==> src/design/pt8_pkg.sv <==
// Purpose: constants for the 8-bit periodic timer
// Assumes: 50 MHz system clock, classic Wishbone register access
// Notes:   offsets are register indices; byte address is index times four
package pt8_pkg;
  // ----------------------------------------
  // register indices and byte addresses
  // ----------------------------------------
  localparam logic [7:0]  IDX_INT_FLAGS   = 8'h0C;
  localparam logic [7:0]  IDX_COUNT       = 8'h11;
  localparam logic [7:0]  IDX_CONTROL     = 8'h12;
  localparam logic [7:0]  IDX_INT_ENABLES = 8'h8C;
  localparam logic [7:0]  IDX_PERIOD      = 8'h92;
  localparam logic [9:0]  ADR_INT_FLAGS   = {IDX_INT_FLAGS, 2'b00};
  localparam logic [9:0]  ADR_COUNT       = {IDX_COUNT, 2'b00};
  localparam logic [9:0]  ADR_CONTROL     = {IDX_CONTROL, 2'b00};
  localparam logic [9:0]  ADR_INT_ENABLES = {IDX_INT_ENABLES, 2'b00};
  localparam logic [9:0]  ADR_PERIOD      = {IDX_PERIOD, 2'b00};
  // ----------------------------------------
  // fields and reset values
  // ----------------------------------------
  localparam int          BIT_MATCH_FLAG  = 1;
  localparam int          BIT_TIMER_ON    = 2;
  localparam int          POS_PSC_LO      = 0;
  localparam int          POS_POST_LO     = 3;
  localparam logic [7:0]  RST_PERIOD      = 8'hFF;
  localparam logic [7:0]  RST_COUNT       = 8'h00;
  localparam logic [6:0]  RST_CONTROL     = 7'h00;
  localparam logic [7:0]  CONTROL_MASK    = 8'h7F;
  localparam logic [7:0]  FLAG_MASK       = 8'h02;
  // ----------------------------------------
  // prescaler terminal counts (ratio minus one)
  // ----------------------------------------
  localparam logic [3:0]  PSC_TC_DIV1     = 4'h0;
  localparam logic [3:0]  PSC_TC_DIV4     = 4'h3;
  localparam logic [3:0]  PSC_TC_DIV16    = 4'hF;
  localparam logic [1:0]  QDIV_TC         = 2'h3;
endpackage : pt8_pkg

==> src/design/pt8_prescaler.sv <==
// Purpose: instruction clock divider and selectable prescaler
// Assumes: i_clr from same clock domain
// Notes:   emits one-cycle tick per counter increment
`timescale 1ns/1ps
module pt8_prescaler
  import pt8_pkg::*;
(
  input  wire logic       i_clk,
  input  wire logic       i_rst_n,
  input  wire logic       i_run,
  input  wire logic       i_clr,
  input  wire logic [1:0] i_sel,
  output logic            o_tick
);
  logic [1:0] qdiv_q;
  logic [3:0] psc_q;
  logic [3:0] tc;
  logic       inst_tick;

  always_comb begin
    unique case (i_sel)
      2'b00:   tc = PSC_TC_DIV1;
      2'b01:   tc = PSC_TC_DIV4;
      default: tc = PSC_TC_DIV16;
    endcase
  end

  assign inst_tick = i_run && (qdiv_q == QDIV_TC);

  // ----------------------------------------
  // fosc/4 divider; holds while stopped
  // ----------------------------------------
  always_ff @(posedge i_clk or negedge i_rst_n) begin
    if (!i_rst_n) begin
      qdiv_q <= 2'h0;
    end else if (i_run) begin
      qdiv_q <= qdiv_q + 2'h1;
    end
  end

  always_ff @(posedge i_clk or negedge i_rst_n) begin
    if (!i_rst_n) begin
      psc_q <= 4'h0;
    end else if (i_clr) begin
      psc_q <= 4'h0;
    end else if (inst_tick) begin
      psc_q <= (psc_q >= tc) ? 4'h0 : psc_q + 4'h1;
    end
  end

  assign o_tick = inst_tick && !i_clr && (psc_q >= tc);
endmodule : pt8_prescaler

==> src/design/pt8_timer.sv <==
// Purpose: 8-bit periodic timer with prescaler, period and postscaler
// Assumes: classic Wishbone slave, 32-bit data, byte address = index * 4
// Notes:   ack one cycle after request; stays low one cycle after
//
// Design decision made here: the Wishbone register port.
`timescale 1ns/1ps
module pt8_timer
  import pt8_pkg::*;
(
  input  wire logic        I_CLK,
  input  wire logic        I_RST_N,
  input  wire logic        I_WB_CYC,
  input  wire logic        I_WB_STB,
  input  wire logic        I_WB_WE,
  input  wire logic [9:0]  I_WB_ADR,
  input  wire logic [3:0]  I_WB_SEL,
  input  wire logic [31:0] I_WB_DAT,
  output logic [31:0]      O_WB_DAT,
  output logic             O_WB_ACK,
  output logic             O_MATCH,
  output logic             O_IRQ
);
  // ----------------------------------------
  // state
  // ----------------------------------------
  logic [7:0] count_q;
  logic [7:0] period_q;
  logic [6:0] control_q;
  logic       flag_q;
  logic       enable_q;
  logic [3:0] post_q;
  logic       ack_q;
  logic [31:0] rdat_q;
  logic       match_q;
  logic       irq_q;

  logic       req;
  logic       wr;
  logic       wr_count;
  logic       wr_control;
  logic       wr_period;
  logic       wr_flags;
  logic       wr_enables;
  logic       timer_on;
  logic       tick;
  logic       match;
  logic       post_fire;
  logic [3:0] post_sel;
  logic [7:0] rd_mux;

  assign timer_on = control_q[BIT_TIMER_ON];
  assign post_sel = control_q[POS_POST_LO +: 4];

  // ----------------------------------------
  // bus decode
  // ----------------------------------------
  // single-cycle request; ack_q blocks a second take on the release edge
  assign req        = I_WB_CYC && I_WB_STB && !ack_q;
  assign wr         = req && I_WB_WE && I_WB_SEL[0];
  assign wr_count   = wr && (I_WB_ADR == ADR_COUNT);
  assign wr_control = wr && (I_WB_ADR == ADR_CONTROL);
  assign wr_period  = wr && (I_WB_ADR == ADR_PERIOD);
  assign wr_flags   = wr && (I_WB_ADR == ADR_INT_FLAGS);
  assign wr_enables = wr && (I_WB_ADR == ADR_INT_ENABLES);

  always_comb begin
    unique case (I_WB_ADR)
      ADR_COUNT:       rd_mux = count_q;
      ADR_CONTROL:     rd_mux = {1'b0, control_q};
      ADR_PERIOD:      rd_mux = period_q;
      ADR_INT_FLAGS:   rd_mux = {6'h00, flag_q, 1'b0};
      ADR_INT_ENABLES: rd_mux = {6'h00, enable_q, 1'b0};
      default:         rd_mux = 8'h00;
    endcase
  end

  always_ff @(posedge I_CLK or negedge I_RST_N) begin
    if (!I_RST_N) begin
      ack_q  <= 1'b0;
      rdat_q <= 32'h0000_0000;
    end else begin
      ack_q  <= req;
      rdat_q <= req ? {24'h00_0000, rd_mux} : 32'h0000_0000;
    end
  end

  // ----------------------------------------
  // software registers
  // ----------------------------------------
  always_ff @(posedge I_CLK or negedge I_RST_N) begin
    if (!I_RST_N) begin
      control_q <= RST_CONTROL;
    end else if (wr_control) begin
      control_q <= I_WB_DAT[6:0];
    end
  end

  always_ff @(posedge I_CLK or negedge I_RST_N) begin
    if (!I_RST_N) begin
      period_q <= RST_PERIOD;
    end else if (wr_period) begin
      period_q <= I_WB_DAT[7:0];
    end
  end

  always_ff @(posedge I_CLK or negedge I_RST_N) begin
    if (!I_RST_N) begin
      enable_q <= 1'b0;
    end else if (wr_enables) begin
      enable_q <= I_WB_DAT[BIT_MATCH_FLAG];
    end
  end

  // ----------------------------------------
  // prescaler
  // ----------------------------------------
  // stopping the divider too, not just gating ticks, saves the power
  pt8_prescaler u_psc (
    .i_clk   (I_CLK),
    .i_rst_n (I_RST_N),
    .i_run   (timer_on),
    .i_clr   (wr_count || wr_control),
    .i_sel   (control_q[POS_PSC_LO +: 2]),
    .o_tick  (tick)
  );

  // ----------------------------------------
  // counter and match
  // ----------------------------------------
  assign match = tick && !wr_count && (count_q == period_q);

  always_ff @(posedge I_CLK or negedge I_RST_N) begin
    if (!I_RST_N) begin
      count_q <= RST_COUNT;
    end else if (wr_count) begin
      count_q <= I_WB_DAT[7:0];
    end else if (match) begin
      count_q <= 8'h00;
    end else if (tick) begin
      count_q <= count_q + 8'h01;
    end
  end
  // control write leaves count_q alone by construction

  // ----------------------------------------
  // postscaler
  // ----------------------------------------
  assign post_fire = match && (post_q == post_sel);

  always_ff @(posedge I_CLK or negedge I_RST_N) begin
    if (!I_RST_N) begin
      post_q <= 4'h0;
    end else if (wr_count || wr_control) begin
      post_q <= 4'h0;
    end else if (match) begin
      post_q <= post_fire ? 4'h0 : post_q + 4'h1;
    end
  end

  // ----------------------------------------
  // flag, outputs
  // ----------------------------------------
  // hardware set wins over a software clear in the same cycle
  always_ff @(posedge I_CLK or negedge I_RST_N) begin
    if (!I_RST_N) begin
      flag_q <= 1'b0;
    end else if (post_fire) begin
      flag_q <= 1'b1;
    end else if (wr_flags) begin
      flag_q <= I_WB_DAT[BIT_MATCH_FLAG];
    end
  end

  always_ff @(posedge I_CLK or negedge I_RST_N) begin
    if (!I_RST_N) begin
      match_q <= 1'b0;
      irq_q   <= 1'b0;
    end else begin
      match_q <= match;
      irq_q   <= flag_q && enable_q;
    end
  end

  assign O_WB_ACK = ack_q;
  assign O_WB_DAT = rdat_q;
  assign O_MATCH  = match_q;
  assign O_IRQ    = irq_q;

  // ----------------------------------------
  // checks
  // ----------------------------------------
  AST_PERIOD_RESET: assert property (@(posedge I_CLK) $rose(I_RST_N) |-> period_q == RST_PERIOD)
    else $error("period not FF after reset");
  AST_WRAP: assert property (@(posedge I_CLK) disable iff (!I_RST_N)
    match |=> count_q == 8'h00 && match_q)
    else $error("match did not wrap counter");
  AST_INC: assert property (@(posedge I_CLK) disable iff (!I_RST_N)
    tick && !match && !wr_count |=> count_q == $past(count_q) + 8'h01)
    else $error("counter did not increment");
  // only undisturbed stretches: a scaler clear legally delays the next tick
  AST_DIV1: assert property (@(posedge I_CLK) disable iff (!I_RST_N)
    tick && control_q[1:0] == 2'b00 && timer_on ##1 (!wr_count && !wr_control)[*4]
    |-> tick)
    else $error("divide by one spacing wrong");
  // switching on may tick at once, so the event is judged in the off cycle itself
  AST_OFF_HOLD: assert property (@(posedge I_CLK) disable iff (!I_RST_N)
    !timer_on && !wr_count |=> count_q == $past(count_q) && !$past(post_fire))
    else $error("counter moved while off");
  AST_CTRL_KEEP: assert property (@(posedge I_CLK) disable iff (!I_RST_N)
    wr_control |=> count_q == $past(count_q) && post_q == 4'h0)
    else $error("control write disturbed counter");
  AST_FLAG_SET: assert property (@(posedge I_CLK) disable iff (!I_RST_N)
    post_fire |=> flag_q)
    else $error("postscaler did not set flag");
  AST_IRQ_GATE: assert property (@(posedge I_CLK) disable iff (!I_RST_N)
    O_IRQ |-> $past(flag_q) && $past(enable_q))
    else $error("irq without enabled flag");
  AST_CTRL_B7: assert property (@(posedge I_CLK) disable iff (!I_RST_N)
    ack_q && $past(I_WB_ADR) == ADR_CONTROL && !$past(I_WB_WE) |-> !O_WB_DAT[7])
    else $error("control bit 7 read as one");
endmodule : pt8_timer

==> config.mk <==
export PLATFORM = sky130hd
export DESIGN_NAME = pt8_timer
export DESIGN_NICKNAME = d
export VERILOG_FILES = /design/src/design/pt8_pkg.sv /design/src/design/pt8_prescaler.sv /design/src/design/pt8_timer.sv
export SDC_FILE = /design/constraint.sdc
export NUM_CORES = 1
export LEC_CHECK = 0
export ABC_AREA = 1
export ABC_CLOCK_PERIOD_IN_PS = 1700
export BUFFER_PORTS_ARGS = -buffer_cell sky130_fd_sc_hd__buf_4
export CAP_MARGIN = 20
export CORE_ASPECT_RATIO = 0.8
export CORE_MARGIN = 3
export CORE_UTILIZATION = 40
export CTS_CLUSTER_SIZE = 14
export DETAILED_ROUTE_END_ITERATION = 10
export PLACE_DENSITY = 0.67
export SYNTH_ARGS = -nofsm -noshare
export SYNTH_HDL_FRONTEND = slang
export SYNTH_SLANG_ARGS = --single-unit
==> constraint.sdc <==
create_clock -name I_CLK -period 1.7 [get_ports I_CLK]
set_clock_uncertainty 0.2 [all_clocks]
set_input_delay 0.255 -clock I_CLK [delete_from_list [all_inputs] [get_ports I_CLK]]
set_output_delay 0.255 -clock I_CLK [all_outputs]
set_load 0.02 [all_outputs]
Word level (Yosys, flattened, before mapping) --
Cells that the tools add are included.
Cells by class: muxes and demuxes 14, magnitude comparators 1, equality and inequality tests 9, reduce and logical (&&, ||, !) cells 25, add/sub/neg operators 4
Operators with widths (number):
- case mux 8 bit (5 select lines) | 1
- two-way mux 8 bit | 4
- two-way mux 4 bit | 6
- == test 10 bit (second input constant) | 2
- == test 10 x 7 -> 1 bit (second input constant) | 2
- logical AND 1 bit | 16
- == test 10 x 6 -> 1 bit (second input constant) | 1
- adder 4 x 1 -> 4 bit (second input constant) | 2
- adder 8 x 1 -> 8 bit (second input constant) | 1
- == test 8 bit | 1
- case mux 4 bit (2 select lines) | 1
- nonzero test 2 bit | 3
- == test 4 bit | 1
- greater-or-equal comparator 4 bit | 1
- logical NOT 1 bit | 3
- nonzero test 3 bit | 1
- adder 2 x 1 -> 2 bit (second input constant) | 1
- == test 2 x 1 -> 1 bit (second input constant) | 1
- == test 2 bit (second input constant) | 1
- logical NOT 2 bit | 1
- two-way mux 1 bit | 2
- logical OR 1 bit | 1
Word-level totals: output and inout bits 35, word-level logic and storage cells 65, flip-flop bits (word level) 46

Depth between registers and ports, before layout --
depth after elaboration 15, mapped depth 11, gate-level depth less buffers 11

Cells and area by module --
From an unflattened synthesis, not the netlist that was laid out.
Second synthesis, totals: cells, all modules 384, area, all modules 2944.1 um2
By module, submodules not included:
- pt8_timer | cells an instance 331, area each 2507.4 um2, sequential area each 1011.0 um2, times used 1
- pt8_prescaler | cells an instance 53, area each 436.7 um2, sequential area each 150.1 um2, times used 1

Worst setup path before layout --
No wires, ideal clock.
path type register to register, start reg control_q[0], end reg count_q[6], slack -0.059 ns, buffers on the path 0, period minus slack after synthesis 1.759 ns, arrival time 1.434 ns, cell stages (with the launch flop) 11, path through dfrtp_1 nor2_1 ha_1 inv_1 nor2_1 o21ai_0 nand3_1 nand3_4 nor2_4 nand2_1 nand3_1
Between the ends: word-level cells in the longest chain between the ends 8, elaborated cells between the ends (all ways) 10, those cells by class order compare (1); eq/ne (1); mux (3); reduce/logical (5)
Ends and longest elaborated chain:
- start: declaration | line pt8_timer.sv:28 | logic [6:0] control_q;
- start signal: assignment | line pt8_timer.sv:94 | control_q <= I_WB_DAT[6:0];
- == test 2 x 1 -> 1 bit or logical NOT 2 bit (tied branches) | line pt8_prescaler.sv:21 | unique case (i_sel)
- case mux 4 bit (2 select lines) (*) | line pt8_prescaler.sv:21
- greater-or-equal comparator 4 bit (*) | line pt8_prescaler.sv:51 | assign o_tick = inst_tick && !i_clr && (psc_q >= tc);
- logical AND 1 bit (*) | line pt8_prescaler.sv:51
- logical AND 1 bit (2 in a row) | line pt8_timer.sv:130 | assign match = tick && !wr_count && (count_q == period_q);
- two-way mux 8 bit | line pt8_timer.sv:137 | end else if (match) begin
- two-way mux 8 bit | line pt8_timer.sv:135 | end else if (wr_count) begin
- end signal: assignment | line pt8_timer.sv:136 | count_q <= I_WB_DAT[7:0];
- end signal: assignment | line pt8_timer.sv:140 | count_q <= count_q + 8'h01;
- end: declaration | line pt8_timer.sv:26 | logic [7:0] count_q;
Mark *: on every way between the ends. The rest lies on a longest branch, timed or not. A chain may end at the register's enable or synchronous reset.

Final worst setup path --
start reg control_q[1], end reg post_q[3]
Between the ends: word-level cells in the longest chain between the ends 10, elaborated cells between the ends (all ways) 12, those cells by class order compare (1); eq/ne (1); mux (4); reduce/logical (6)
Ends and longest elaborated chain:
- == test 2 x 1 -> 1 bit or logical NOT 2 bit (tied branches) | line pt8_prescaler.sv:21
- case mux 4 bit (2 select lines) (*) | line pt8_prescaler.sv:21
- greater-or-equal comparator 4 bit (*) | line pt8_prescaler.sv:51
- logical AND 1 bit (*) | line pt8_prescaler.sv:51
- logical AND 1 bit (*) (2 in a row) | line pt8_timer.sv:130
- via match | line pt8_timer.sv:46 | logic match;
- logical AND 1 bit | line pt8_timer.sv:148 | assign post_fire = match && (post_q == post_sel);
- two-way mux 4 bit | line pt8_timer.sv:156 | post_q <= post_fire ? 4'h0 : post_q + 4'h1;
- two-way mux 4 bit | line pt8_timer.sv:155 | end else if (match) begin
- two-way mux 4 bit | line pt8_timer.sv:153 | end else if (wr_count || wr_control) begin
- end signal: assignment | line pt8_timer.sv:156
- end: declaration | line pt8_timer.sv:31 | logic [3:0] post_q;
The timed path passes the listed nets; every way through them passes the cells marked *. The select of a mux whose other input is x is not followed.

==> results by group <==
Global route
  – GRT overflow: 0
  – Maximum number of pins on one net before global-route repair: 47
  – Vias in the first global route: 2,513
  – Overall Global Routing Usage: 17.0%
  – Wire length of the first global-routing pass: 11,600 µm
  – Antenna violations before repair: 0

Routing
  – Final wirelength: 7140 µm
  – WL/cell: 13.0 µm
  – Iteration-0 DRC count of the detailed router: 91
  – Residual antenna-violating net count after detailed routing: 0
  – Count of vias placed by the detailed router: 2,581
  – DRT Pass-1 Iters: 4
  – Avg Vias per Cell: 4.70
  – DRC Markers: 0

Worst hold path
  – Hold crit path type: in2reg

Cells and area
  – # diodes: 0
  – Share of cells above drive strength 1: 30.5%
  – Final cell area excluding filler cells: 3820 µm²
  – Number of nets in the layout: 520
  – Area Growth Syn to Fin: 28.0%
  – Count of non-filler cells in the finished layout: 549
  – Fraction of the core area covered by cells at the end of the flow: 54.1%

Timing
  – Crit share post-route: 110%
  – Rel. slew slack: 60.1%
  – Final setup violation count: 18
  – Final Slew Violations: 0
  – RSZ-0062 raised after global routing: yes
  – Smallest setup slack after layout: -0.175 ns
  – Slew at the pin closest to its max-slew limit: 0.599 ns
  – Highest Clock Rate: 533 MHz
  – Min Tclk post-route: 1.87 ns
  – Final count of hold timing violations: 0

Place
  – Final GP Congestion: 0.842
  – Port-buffer cells: 34
  – Placed cell count: 531
  – DPL Wire Length: 5400 µm
  – Cell area after placement: 3550 µm²
  – Worst setup slack after placement: -0.241 ns

Floorplanning
  – Site row count: 27
  – I/O Pins: 86
  – X dimension of the die: 103 µm
  – Std-Cell Core Area: 7060 µm²
  – Floorplan die height: 83.2 µm
  – Starting density of the core: 42.2%
  – Die area: 8540 µm²

Logic synthesis
  – Sequential element share of the synthesized area: 38.9%
  – Count of distinct cell types in the synthesized netlist: 37
  – Yosys warning total: 0
  – Synthesized area per cell: 8.00 µm²
  – Post-Syn Area: 2980 µm²
  – Flip-flop and latch count after synthesis: 46
  – Synthesized instance count: 373

Critical path
  – Highest net fanout along the worst path: 6
  – Kind of critical path: reg2reg
  – Endpoint kind of the worst setup timing path: flip-flop
  – Worst Path Required: 1.75 ns
  – Startpoint class of the critical path: flip-flop
  – Data arrival at the endpoint of the critical path: 1.92 ns

Flow run
  – Max-cap violations: 0

Power
  – Leakage: 2.01 nW
  – Power Density: 571 nW/µm²
  – VDD IR-drop max: 0.339 mV

CTS
  – Clock tree from TritonCTS: yes
  – Clock root buffer: sky130_fd_sc_hd__clkbuf_8
  – Level count of the clock H-tree: 2
  – TritonCTS Buffers: 5
  – Maximum clock insertion buffer count: 2
  – Number of clock sinks seen by CTS: 46
  – Reg clk slew, reported paths: 0.09 ns
  – Worst skew pair latency: 0.30 ns

Run status
  – Violated checks: negative setup slack
  – Outcome: complete, but fails checks
-- report_power, final --
part | switching (mW) | internal (mW)
clock | 0.387 | 0.480
sequential | 0.00263 | 1.10
combinational | 0.136 | 0.0750
-- logic make-up after synthesis --
family,Yosys count,share of synthesized area [%]
AO/OA/AOI/OAI,33,8.39
XOR/XNOR,19,5.58
adder cells (fa/ha/maj),8,3.36
buffers and inverters,77,13.4
flip-flops,46,38.9
multiplexers,1,0.377
other,1,0.126
AND/OR/NAND/NOR,188,29.9
-- per-stage QoR --
stage                     setup TNS (ns)  hold slack (ns)  total power, mW
final                              -2.84           0.0128             2.18
after global routing               -5.00           0.0207             2.26
after CTS                          -2.69          0.00174             2.19
after detailed placement           -6.33            0.100             1.32
after global placement             -4.90            0.101             1.31
after floorplan                   -0.691           -0.241             1.26
-- cell usage after synthesis, drive strengths merged --
cell | count | area [µm²]
nand3 | 45 | 243
nor4 | 1 | 6.26
a211oi | 4 | 30.0
xor2 | 12 | 105
and2 | 1 | 6.26
xnor2 | 7 | 61.3
buf | 27 | 208
dfrtp | 38 | 951
nand2 | 89 | 354
inv | 48 | 183
a21oi | 4 | 20.0
nor2 | 38 | 191
nand4 | 6 | 37.5
conb | 1 | 3.75
ha | 8 | 100
dfstp | 8 | 210
nor3 | 5 | 30.0
clkinv | 2 | 8.75
mux2 | 1 | 11.3
o21ai | 23 | 171
nand3b | 3 | 22.5
o211ai | 2 | 28.8
-- what timing repair did --
item,in CTS,in global routing
resized for setup,7,8
endpoints found under the setup margin,18,25
setup buffers,2,0
hold endpoints to repair,46,0
hold buffers,8,0
cloned,0,0
pin swaps,8,14
-- routing by layer --
metal	up-vias	part of all wire, %	track usage [%]
li1	1316	-	-
met1	1196	48	24.7
met2	61	46	26.1
met3	8	4.8	2.94
met4	0	0.80	4.17
met5	-	0	0
-- registers in the layout, indices dropped and copies added, names as in the netlist, 2 cells and up --
| signal | cells |
|---|---|
| control_q | 7 |
| period_q | 8 |
| O_WB_DAT | 8 |
| count_q | 8 |
| u_psc.psc_q | 4 |
| u_psc.qdiv_q | 2 |
| post_q | 4 |
-- layout by cell type (no fill, tap or decap), types with 7 or more instances in the layout --
| cell | n |
|---|---|
| sky130_fd_sc_hd__nand2_1 | 79 |
| sky130_fd_sc_hd__buf_4 | 75 |
| sky130_fd_sc_hd__inv_1 | 44 |
| sky130_fd_sc_hd__dfrtp_1 | 38 |
| sky130_fd_sc_hd__nand3_1 | 38 |
| sky130_fd_sc_hd__nor2_1 | 30 |
| sky130_fd_sc_hd__conb_1 | 24 |
| sky130_fd_sc_hd__o21ai_2 | 15 |
| sky130_fd_sc_hd__xor2_1 | 12 |
| sky130_fd_sc_hd__nand2_2 | 8 |
| sky130_fd_sc_hd__dlygate4sd3_1 | 8 |
| sky130_fd_sc_hd__dfstp_2 | 8 |
| sky130_fd_sc_hd__xnor2_1 | 7 |
| sky130_fd_sc_hd__ha_1 | 7 |
-- worst paths after layout --
kind	slack (ns)	end	start	cells after the start
worst max-delay path	-0.17	post_q[3]	control_q[1]	10
worst min-delay path	0.01	count_q[6]	I_WB_DAT[6]	3
worst max register to register	-0.17	post_q[3]	control_q[1]	10
worst min register to register	0.28	u_psc.qdiv_q[0]	u_psc.qdiv_q[0]	1
max in group asynchronous	0.59	count_q[4]	I_RST_N	2
min in group asynchronous	0.30	O_WB_DAT[4]	I_RST_N	2
-- area by class of cell --
cell class                 count  area [µm²]
tap                           87         109
multi-input combinational    273        1570
sequential                    46        1160
clock buffer                   7        86.3
fill                         658        3240
timing repair buffer          85         674
inverter                      50         191
clock inverter                 1        30.0
-- worst max-delay path, stage by stage, from the launching register on --
cell                      delay [ns]
sky130_fd_sc_hd__dfrtp_1        0.41
sky130_fd_sc_hd__nor2_2         0.06
sky130_fd_sc_hd__ha_1           0.29
sky130_fd_sc_hd__inv_1          0.04
sky130_fd_sc_hd__nor2_1         0.08
sky130_fd_sc_hd__o21ai_1        0.07
sky130_fd_sc_hd__nand3_2        0.11
sky130_fd_sc_hd__nand3_4        0.13
sky130_fd_sc_hd__nor2_4         0.26
sky130_fd_sc_hd__nand3_2        0.10
sky130_fd_sc_hd__nand2_2        0.07
Note: power is estimated with default switching activity, not from simulation.
